### src/pwm_shutdown_pkg.sv
/*
  Constants for the PWM auto-shutdown and auto-restart control block:
  register indices, field positions, reset values, source codes, states.
  Assumes an 8-bit register port addressed by index, one register per index.
*/
package pwm_shutdown_pkg;

  // Register indices on the plain register port.
  localparam logic [2:0] reg_shutdown_config = 3'h0;
  localparam logic [2:0] reg_pwm_control = 3'h1;
  localparam logic [2:0] reg_deadband_restart = 3'h2;
  localparam logic [2:0] reg_duty_low = 3'h3;
  localparam logic [2:0] reg_duty_high = 3'h4;
  localparam logic [2:0] reg_period_status = 3'h5;

  // Shutdown configuration fields.
  localparam int flag_bit = 7;
  localparam int src_hi = 6;
  localparam int src_lo = 4;
  localparam int ac_hi = 3;
  localparam int ac_lo = 2;
  localparam int bd_hi = 1;
  localparam int bd_lo = 0;

  // Control register fields.
  localparam int cfg_hi = 7;
  localparam int cfg_lo = 6;
  localparam int lsb_hi = 5;
  localparam int lsb_lo = 4;
  localparam int mode_hi = 3;
  localparam int mode_lo = 0;
  localparam logic [1:0] mode_pwm = 2'h3;

  // Dead-band and restart register fields.
  localparam int restart_bit = 7;
  localparam int dead_hi = 6;

  // Period status register field.
  localparam int period_flag_bit = 0;

  // Reset values.
  localparam logic [7:0] reg_reset = 8'h00;
  localparam logic [2:0] sync_reset = 3'h4;

  // Shutdown source select codes.
  localparam logic [2:0] src_none = 3'h0;
  localparam logic [2:0] src_cmp1 = 3'h1;
  localparam logic [2:0] src_cmp2 = 3'h2;
  localparam logic [2:0] src_cmp_any = 3'h3;
  localparam logic [2:0] src_fault = 3'h4;
  localparam logic [2:0] src_fault_cmp1 = 3'h5;
  localparam logic [2:0] src_fault_cmp2 = 3'h6;
  localparam logic [2:0] src_all = 3'h7;

  // Shutdown drive codes for a pin pair.
  localparam logic [1:0] drive_low = 2'h0;
  localparam logic [1:0] drive_high = 2'h1;

  // Output hold state.
  typedef enum logic [1:0] {
    st_run = 2'b00,
    st_shut = 2'b01,
    st_wait = 2'b10
  } hold_e;

endpackage : pwm_shutdown_pkg

### src/pwm_auto_shutdown_restart.sv
/*
  Auto-shutdown and auto-restart control of an enhanced PWM unit, with
  output polarity, shutdown drive states and the duty and dead-band
  registers that feed the modulator.
  Assumes the modulator, period timer and comparators sit outside on clk;
  comparator outputs and the fault pin are asynchronous to clk.
*/
// Contract
// - Bit 7 of shutdown config shows shutdown occurred, outputs held.
// - Three-bit source field picks none, comparators, fault pin or mixes.
// - Pair A/C shutdown drive: 00 low, 01 high, 1x tri-state.
// - Pair B/D shutdown drive: 00 low, 01 high, 1x tri-state.
// - Auto-restart on: flag stays while cause lasts, then clears itself.
// - Auto-restart off: flag stays until software clears it.
// - After flag clears, outputs stay shut until next period boundary.
// - Writes to the flag are ignored while a selected cause is active.
// - Comparator sources are levels; flag cannot clear while they persist.
// - Software writing one to the flag forces shutdown.
// - Mode bits 1:0 set each pair's output polarity independently.
// - Enable module, wait one period flag, then enable output pins.
// - Duty value is duty low byte plus control bits 5:4.
// - Reset returns every register to zero, plain PWM behaviour; zero mode bits 3:2 leave the pins released instead.
// - A shutdown event forces outputs without waiting for any clock.
// - Flag set at period start holds outputs shut for that period.
// - Low level on the fault pin is a shutdown event when selected.
module pwm_auto_shutdown_restart
  import pwm_shutdown_pkg::*;
(
  // Clock and reset.
  input wire logic clk,
  input wire logic rst_n,
  // Register port.
  input wire logic [2:0] reg_addr,
  input wire logic [7:0] reg_wdata,
  input wire logic reg_wr,
  input wire logic reg_rd,
  output logic [7:0] reg_rdata,
  // Shutdown sources, asynchronous.
  input wire logic cmp1_out,
  input wire logic cmp2_out,
  input wire logic fault_pin_n,
  // Modulator side, on clk.
  input wire logic period_start,
  input wire logic [3:0] pwm_raw,
  output logic [9:0] duty_value,
  output logic [6:0] deadband_count,
  output logic [1:0] output_config_sel,
  // Bridge pins.
  output logic pwm_out_a,
  output logic pwm_out_b,
  output logic pwm_out_c,
  output logic pwm_out_d,
  output logic pwm_oe_n_a,
  output logic pwm_oe_n_b,
  output logic pwm_oe_n_c,
  output logic pwm_oe_n_d
);

  // True when the selected sources report a fault.
  function automatic logic src_hit(input logic [2:0] sel, input logic c1,
                                   input logic c2, input logic flt_n);
    logic hit;
    hit = 1'b0;
    case (sel)
      src_none: hit = 1'b0;
      src_cmp1: hit = c1;
      src_cmp2: hit = c2;
      src_cmp_any: hit = c1 | c2;
      src_fault: hit = ~flt_n;
      src_fault_cmp1: hit = ~flt_n | c1;
      src_fault_cmp2: hit = ~flt_n | c2;
      src_all: hit = ~flt_n | c1 | c2;
      default: hit = 1'b0;
    endcase
    return hit;
  endfunction : src_hit

  logic rst_meta;
  logic rst_sync_n;
  logic [2:0] src_meta;
  logic [2:0] src_sync;
  logic [7:0] shutdown_config;
  logic [7:0] pwm_control;
  logic [7:0] deadband_restart;
  logic [7:0] duty_low;
  logic [7:0] duty_high;
  logic period_timer_flag;
  logic [7:0] next_shutdown_config;
  logic [7:0] next_pwm_control;
  logic [7:0] next_deadband_restart;
  logic [7:0] next_duty_low;
  logic [7:0] next_duty_high;
  logic next_period_timer_flag;
  logic [7:0] next_reg_rdata;
  hold_e hold;
  hold_e next_hold;
  logic cause;
  logic async_trip;
  logic shut;
  logic [3:0] pin_out;
  logic [3:0] pin_oe_n;
  logic shutdown_event_flag;
  logic [2:0] shutdown_source_sel;
  logic [1:0] pair_ac_shutdown_state;
  logic [1:0] pair_bd_shutdown_state;
  logic auto_restart_en;
  logic [1:0] pair_polarity_sel;
  logic pwm_mode;
  logic wr_config;

  // Reset release passes two flops so every register leaves reset together.
  always_ff @(posedge clk or negedge rst_n)
  begin
    if (!rst_n)
    begin
      rst_meta <= 1'b0;
      rst_sync_n <= 1'b0;
    end
    else
    begin
      rst_meta <= 1'b1;
      rst_sync_n <= rst_meta;
    end
  end

  // source synchroniser
  // Only the second stage feeds logic; the fault pin idles high.
  always_ff @(posedge clk or negedge rst_sync_n)
  begin
    if (!rst_sync_n)
    begin
      src_meta <= sync_reset;
      src_sync <= sync_reset;
    end
    else
    begin
      src_meta <= {fault_pin_n, cmp2_out, cmp1_out};
      src_sync <= src_meta;
    end
  end

  // Field views of the configuration registers.
  assign shutdown_event_flag = shutdown_config[flag_bit];
  assign shutdown_source_sel = shutdown_config[src_hi:src_lo];
  assign pair_ac_shutdown_state = shutdown_config[ac_hi:ac_lo];
  assign pair_bd_shutdown_state = shutdown_config[bd_hi:bd_lo];
  assign auto_restart_en = deadband_restart[restart_bit];
  assign pair_polarity_sel = pwm_control[mode_lo + 1:mode_lo];
  assign pwm_mode = (pwm_control[mode_hi:mode_hi - 1] == mode_pwm);
  assign wr_config = reg_wr && (reg_addr == reg_shutdown_config);

  // fault pin low
  // The flag uses synchronised sources; the pins use the raw ones.
  assign cause = src_hit(shutdown_source_sel, src_sync[0], src_sync[1], src_sync[2]);
  assign async_trip = src_hit(shutdown_source_sel, cmp1_out, cmp2_out, fault_pin_n);

  // Next register values, read data and flag behaviour.
  always_comb
  begin
    next_shutdown_config = shutdown_config;
    next_pwm_control = pwm_control;
    next_deadband_restart = deadband_restart;
    next_duty_low = duty_low;
    next_duty_high = duty_high;
    next_period_timer_flag = period_timer_flag;
    next_reg_rdata = reg_rdata;
    if (reg_wr)
    begin
      case (reg_addr)
        reg_shutdown_config: next_shutdown_config = reg_wdata;
        reg_pwm_control: next_pwm_control = reg_wdata;
        reg_deadband_restart: next_deadband_restart = reg_wdata;
        reg_duty_low: next_duty_low = reg_wdata;
        reg_duty_high: next_duty_high = reg_wdata;
        reg_period_status: next_period_timer_flag = reg_wdata[period_flag_bit];
        default: next_duty_high = duty_high;
      endcase
    end
    // forced shutdown
    // A written one lands through the plain store above.
    // auto restart
    // Without a write, auto-restart drops the flag once the cause is gone.
    if (!wr_config && auto_restart_en && !cause)
    begin
      next_shutdown_config[flag_bit] = 1'b0;
    end
    // sticky flag
    // An active cause sets the flag and beats any software clear.
    if (cause)
    begin
      next_shutdown_config[flag_bit] = 1'b1;
    end
    // period flag set
    // The boundary wins over a software clear in the same cycle.
    if (period_start)
    begin
      next_period_timer_flag = 1'b1;
    end
    if (reg_rd)
    begin
      case (reg_addr)
        reg_shutdown_config: next_reg_rdata = shutdown_config;
        reg_pwm_control: next_reg_rdata = pwm_control;
        reg_deadband_restart: next_reg_rdata = deadband_restart;
        reg_duty_low: next_reg_rdata = duty_low;
        reg_duty_high: next_reg_rdata = duty_high;
        reg_period_status: next_reg_rdata = {7'h00, period_timer_flag};
        default: next_reg_rdata = reg_reset;
      endcase
    end
  end

  always_ff @(posedge clk or negedge rst_sync_n)
  begin
    if (!rst_sync_n)
    begin
      shutdown_config <= reg_reset;
      pwm_control <= reg_reset;
      deadband_restart <= reg_reset;
      duty_low <= reg_reset;
      duty_high <= reg_reset;
      period_timer_flag <= 1'b0;
      reg_rdata <= reg_reset;
    end
    else
    begin
      shutdown_config <= next_shutdown_config;
      pwm_control <= next_pwm_control;
      deadband_restart <= next_deadband_restart;
      duty_low <= next_duty_low;
      duty_high <= next_duty_high;
      period_timer_flag <= next_period_timer_flag;
      reg_rdata <= next_reg_rdata;
    end
  end

  // whole period held
  // Release happens only on a boundary seen after the flag has gone.
  always_comb
  begin
    next_hold = hold;
    case (hold)
      st_run:
        if (shutdown_event_flag || cause)
          next_hold = st_shut;
      st_shut:
        if (!shutdown_event_flag && !cause)
          next_hold = st_wait;
      st_wait:
        if (shutdown_event_flag || cause)
          next_hold = st_shut;
        else if (period_start)
          next_hold = st_run;
      default: next_hold = st_shut;
    endcase
  end

  // Hold state register.
  always_ff @(posedge clk or negedge rst_sync_n)
  begin
    if (!rst_sync_n)
      hold <= st_run;
    else
      hold <= next_hold;
  end

  // asynchronous force
  // The raw trip bypasses the clock so a fault acts within gate delay.
  assign shut = (hold != st_run) || shutdown_event_flag || async_trip;

  // outputs held
  // Pins A and C share pair 0, pins B and D pair 1.
  for (genvar i = 0; i < 4; i++)
  begin : g_pin
    localparam int pair = i % 2;
    logic [1:0] sd_state;
    logic inv;
    assign sd_state = (pair == 0) ? pair_ac_shutdown_state : pair_bd_shutdown_state;
    assign inv = (pair == 0) ? pair_polarity_sel[1] : pair_polarity_sel[0];
    // pair A/C and B/D drive
    // Bit 1 of the drive code releases the pin; bit 0 picks the level.
    assign pin_out[i] = shut ? sd_state[0] : (pwm_raw[i] ^ inv);
    assign pin_oe_n[i] = shut ? sd_state[1] : ~pwm_mode;
  end

  assign pwm_out_a = pin_out[0];
  assign pwm_out_b = pin_out[1];
  assign pwm_out_c = pin_out[2];
  assign pwm_out_d = pin_out[3];
  assign pwm_oe_n_a = pin_oe_n[0];
  assign pwm_oe_n_b = pin_oe_n[1];
  assign pwm_oe_n_c = pin_oe_n[2];
  assign pwm_oe_n_d = pin_oe_n[3];

  assign duty_value = {duty_low, pwm_control[lsb_hi:lsb_lo]};
  assign deadband_count = deadband_restart[dead_hi:0];
  assign output_config_sel = pwm_control[cfg_hi:cfg_lo];
endmodule : pwm_auto_shutdown_restart

### config.mk
export PLATFORM = sky130hd
export DESIGN_NAME = pwm_auto_shutdown_restart
export DESIGN_NICKNAME = d
export VERILOG_FILES = /design/src/pwm_shutdown_pkg.sv /design/src/pwm_auto_shutdown_restart.sv
export SDC_FILE = /design/constraint.sdc
export NUM_CORES = 1
export LEC_CHECK = 0
export BUFFER_PORTS_ARGS = -buffer_cell sky130_fd_sc_hd__buf_2
export CAP_MARGIN = 10
export CELL_PAD_IN_SITES_DETAIL_PLACEMENT = 0
export CELL_PAD_IN_SITES_GLOBAL_PLACEMENT = 1
export CORE_ASPECT_RATIO = 1.2
export CORE_UTILIZATION = 45
export DETAILED_ROUTE_END_ITERATION = 7
export GPL_TIMING_DRIVEN = 0
export PLACE_DENSITY_LB_ADDON = 0.1
export SYNTH_ARGS = -nofsm -noshare
export SYNTH_HDL_FRONTEND = slang
export SYNTH_SLANG_ARGS = --single-unit
### constraint.sdc
create_clock -name clk -period 5.57 [get_ports clk]
set_input_delay 0 -clock clk [delete_from_list [all_inputs] [get_ports clk]]
set_output_delay 0 -clock clk [all_outputs]
set_load 0.02 [all_outputs]
### Yosys cells after proc, flatten, opt, wreduce, memory -nomap -nowiden

Cells that the tools add are included.

| storage, ports and cells | value |
|---|---|
| bits in registers | 59 |
| output and inout bits | 35 |
| logic and storage cells | 93 |

| operators by class | value |
|---|---|
| equality and inequality tests | 18 |
| multiplexer cells | 21 |
| bitwise gates (word level) | 15 |
| reductions and logical operators | 26 |

Operators with widths:

| kind | count |
|---|---|
| 8-bit case mux with 6 select lines | 1 |
| 3-bit == test (second input constant) | 6 |
| 8-bit two-way mux | 2 |
| 1-bit case mux with 8 select lines | 2 |
| 2-bit AND reduction | 7 |
| 3-bit by 2-bit == test with 1-bit output (second input constant) | 4 |
| 1-bit two-way mux | 11 |
| 2-bit two-way mux | 4 |
| 1-bit bitwise OR | 8 |
| 3-bit by 1-bit == test with 1-bit output (second input constant) | 2 |
| 3-bit logical NOT | 2 |
| 2-bit case mux with 3 select lines | 1 |
| 2-bit nonzero test | 3 |
| 3-bit nonzero test | 2 |
| 2-bit == test (second input constant) | 2 |
| 1-bit logical AND | 4 |
| 2-bit != test (second input constant) | 2 |
| 1-bit XOR | 4 |
| 1-bit logical NOT | 3 |
| 1-bit logical OR | 3 |
| 3-bit != test (second input constant) | 1 |
| 1-bit inverter | 3 |
| 3-bit AND reduction | 1 |
| 2-bit by 1-bit == test with 1-bit output (second input constant) | 1 |
| 2-bit logical NOT | 1 |

### Depth between registers and ports, before layout

| depth | value |
|---|---|
| depth after elaboration | 8 |
| mapped depth | 6 |

### Worst setup path before layout

Ideal clock, no wire load.

| timing | value |
|---|---|
| kind | flip-flop to output port |
| start | reg shutdown_config[5] |
| end | out pwm_oe_n_c |
| arrival time | 1399 ps |
| required time | 5570 ps |
| setup slack | 4171 ps |
| cell stages (with the launch flop) | 5 |
| buffers on the path | 1 |
| cell sequence | dfrtp_1 > a222oi_1 > nand2_1 > mux2_2 > buf_4 |

| between the ends | value |
|---|---|
| word-level cells in the longest chain between the ends | 4 |

RTL lines:

| item | RTL line | text |
|---|---|---|
| start, declared | pwm_auto_shutdown_restart.sv:82 | `logic [7:0] shutdown_config;` |
| start signal, assigned | pwm_auto_shutdown_restart.sv:217 | `shutdown_config <= reg_reset;` |
| start signal, assigned | pwm_auto_shutdown_restart.sv:227 | `shutdown_config <= next_shutdown_config;` |
| 3-bit == test, or another cell as far along | pwm_auto_shutdown_restart.sv:64 | `case (sel)` |
| 1-bit case mux with 8 select lines * | pwm_auto_shutdown_restart.sv:64 |  |
| 1-bit logical OR * | pwm_auto_shutdown_restart.sv:269 | `assign shut = (hold != st_run) \|\| shutdown_event_flag \|\| async_trip;` |
| 1-bit two-way mux * | - |  |
| end, declared | pwm_auto_shutdown_restart.sv:55 | `output logic pwm_oe_n_c,` |

Every way passes the cells marked *; elsewhere a longest branch is shown, timed or not.

### Worst setup path in the final report

| timing | value |
|---|---|
| start | reg shutdown_config[6] |
| end | out pwm_oe_n_d |

| between the ends | value |
|---|---|
| word-level cells in the longest chain between the ends | 4 |

RTL lines:

| item | RTL line | text |
|---|---|---|
| 3-bit == test, or another cell as far along | pwm_auto_shutdown_restart.sv:64 |  |
| 1-bit case mux with 8 select lines * | pwm_auto_shutdown_restart.sv:64 |  |
| 1-bit logical OR * | pwm_auto_shutdown_restart.sv:269 |  |
| 1-bit two-way mux * | pwm_auto_shutdown_restart.sv:283 | `assign pin_oe_n[i] = shut ? sd_state[1] : ~pwm_mode;` |
| end, declared | pwm_auto_shutdown_restart.sv:56 | `output logic pwm_oe_n_d` |

Marks and branches as above.

==> run metrics <==
cell internal pwr 0.000867 W; final hold slack 88.6 ps; largest net degree at the start of global routing 36; CTS Buf Count 9; CTS tree built; most instantiated cells after synthesis dfrtp_1 (57), mux2_2 (46), a21oi_1 (22); initial antenna violation count 0; top post-synthesis cells by area dfrtp_1 (50%), mux2_2 (18%), buf_4 (4.2%); Post-synth ARST share 100%; cell family with most CP delay flip-flops; Clock Latency Late Sink 340 ps; status completed; Placer Congestion 0.784; CTS Root Cell clkbuf_8; WL final 6480 um; RSZ-0062 raised after global routing no; Detailed Place HPWL 4460 um; mapped cell area 2840 um^2; Startpoint Class register; critical-path cell list a222oi_1 > nand2_1 > mux2_2 > buf_4 > buf_2; CP max-delay cell dfrtp_1; grt total ovfl 0; Final ANT Viol Nets 0; CP max stage delay 420 ps; Buf+Inv Stages, Crit Path 2; Net Sw Frac 31.5%; initial DRC count 87; port bufs 55; clock share of power 27.4%; # fillers 578; Initial Util 46.9%; Cells after Synth 231; Site Rows 31; Die Span Y 89.0 um; Sequential Power Share 45.4%; layout cells sized above 1 45.7%; area delta synth->final 25.1%; Sw Pwr 0.000399 W; DR vias/cell 5.15; Synth cell types 37; first-pass GRT wire length 9970 um; CP Launch Point shutdown_config[6]; critical path class reg2out; Final period util 37.6%; CP Depth 5; setup violators final 0; Sink Count 59; Final Skew 7.94 ps; Remaining DRCs 0; most instantiated library cell after synthesis dfrtp_1; post-route cell area 3550 um^2; leakage 1.63 nW; Total Neg Setup Slack 0 ps; Core ar. 6050 um^2; top-area cell type share of the netlist area 50.2%; Die X 74.5 um; CTS max path bufs 2; final max-slew violation count 0; Ys Warns 0; P per Cell Area 356 nW/um^2; IO Pins 58; syn nets 254; Final Total Pwr 0.00127 W; Min Clock Period, post-route 2100 ps; htree depth 3; Nets 335; global-route usage over all layers 21.5%; fmax 0.477 GHz; Worst VDD drop 0.224 mV; sequential area share after synthesis 52.1%; # diodes 0; top_reg_cell synth dfrtp_1; Tightest Pin Transition 847 ps; Worst R2R Start pwm_control[0]; Avg Inst Size Synth 12.3 um^2; Worst Path Required 5570 ps; WHS Path Cells 3; vias in the first global route 1908; min-delay src reg_addr[1]; drt wl/cell 16.2 um; clk slew on worst S/H paths 60 ps; via count 2056; most area-hungry cell type in the Yosys netlist dfrtp_1; Post-synth EDFFs 0; post-synthesis sequential element count 59; full die area 6630 um^2; HP Class in2reg; final count of hold timing violations 0; iteration count of the initial detailed-routing pass 4; Worst slew margin 43.3%; Max-Cap Viols 0; combinational share of power 27.3%; FF-to-FF path depth 3; crit path DAT 2100 ps; CP Capture Type output port; worst-path fanout max 6; Area after DPL 3240 um^2
## kinds of logic after synthesis
logic type / Yosys count / synth area share (%)
XOR/XNOR: 4 / 1.23
AND/OR/NAND/NOR: 47 / 10.1
buffers and inverters: 29 / 6.96
other: 1 / 0.132
AO/OA/AOI/OAI: 38 / 8.33
multiplexers: 53 / 21.1
flip-flops: 59 / 52.1
## metal layers
layer | track usage (%) | vias up | share of wire [%]
met3 | 5.19 | 11 | 3.6
met5 | 0 | - | 0
met4 | 8.75 | 0 | 1.6
met2 | 34.2 | 50 | 49
met1 | 28.1 | 1027 | 46
li1 | - | 968 | -
## power by group through the flow
stage | Clock (W) | Sequential (W) | Combinational [W]
final | 0.000346 | 0.000574 | 0.000345
after global routing | 0.000374 | 0.000587 | 0.000376
after CTS | 0.000355 | 0.000575 | 0.000349
after detailed placement | 0 | 0.000582 | 0.000341
after global placement | 0 | 0.000584 | 0.000329
after floorplan | 0 | 0.000593 | 0.000221
## sequential cells by signal, indices dropped and copies added, names as in the netlist, 3 cells and up
name,flops
src_sync,3
duty_high,8
src_meta,3
duty_low,8
reg_rdata,8
shutdown_config,8
deadband_restart,8
pwm_control,8
## worst min-delay path: stages
cell and delay (ps):
buf_6 120, nor4b_4 110, o21ai_0 150
## cells in the final DEF (no fill, tap or decap), types with 3 or more instances in the layout
cell type	instances
buf_2	57
dfrtp_1	56
mux2_2	46
a21oi_1	22
nor2_1	17
buf_4	16
dlygate4sd3_1	14
clkbuf_8	11
mux2i_1	6
nand3b_1	6
inv_1	5
nor3_1	5
nand2_1	5
xor2_1	4
o21ai_0	4
clkbuf_1	4
nand2b_1	4
a211o_1	3
a211oi_1	3
clkinv_2	3
## worst paths after layout
check                                     endpoint  slack, ps
max in group asynchronous              src_meta[2]       4660
min in group asynchronous           pwm_control[0]        260
worst max-delay path                    pwm_oe_n_d       3470
worst min register to register      pwm_control[0]        260
worst max register to register        reg_rdata[0]       4320
worst min-delay path            shutdown_config[6]         90
## cell type report
cell class / instances / area (um^2) / area share (%)
Tap cell: 82 / 103 / 2.89
Sequential cell: 59 / 1480 / 41.7
Inverter: 5 / 18.8 / 0.528
Timing Repair Buffer: 70 / 435 / 12.3
Buffer: 24 / 179 / 5.04
Multi-Input combinational cell: 143 / 1160 / 32.7
Clock inverter: 3 / 15.0 / 0.423
Clock buffer: 13 / 159 / 4.47
## through the flow
stage               worst slack, ps  util, %  instances
floorplan                      3810        -        231
CTS                            3440     58.7        399
global route                   3400     58.7        399
detailed placement             3830     53.5        369
finish                         3470     58.7        399
global placement               3130     53.2        368
## repair_timing
item | CTS | global route
buffers inserted | 0 | 0
endpoints found under the hold margin | 46 | 0
hold buffers | 14 | 0
resized for setup | 0 | 0
Note: power is estimated with default switching activity, not from simulation.
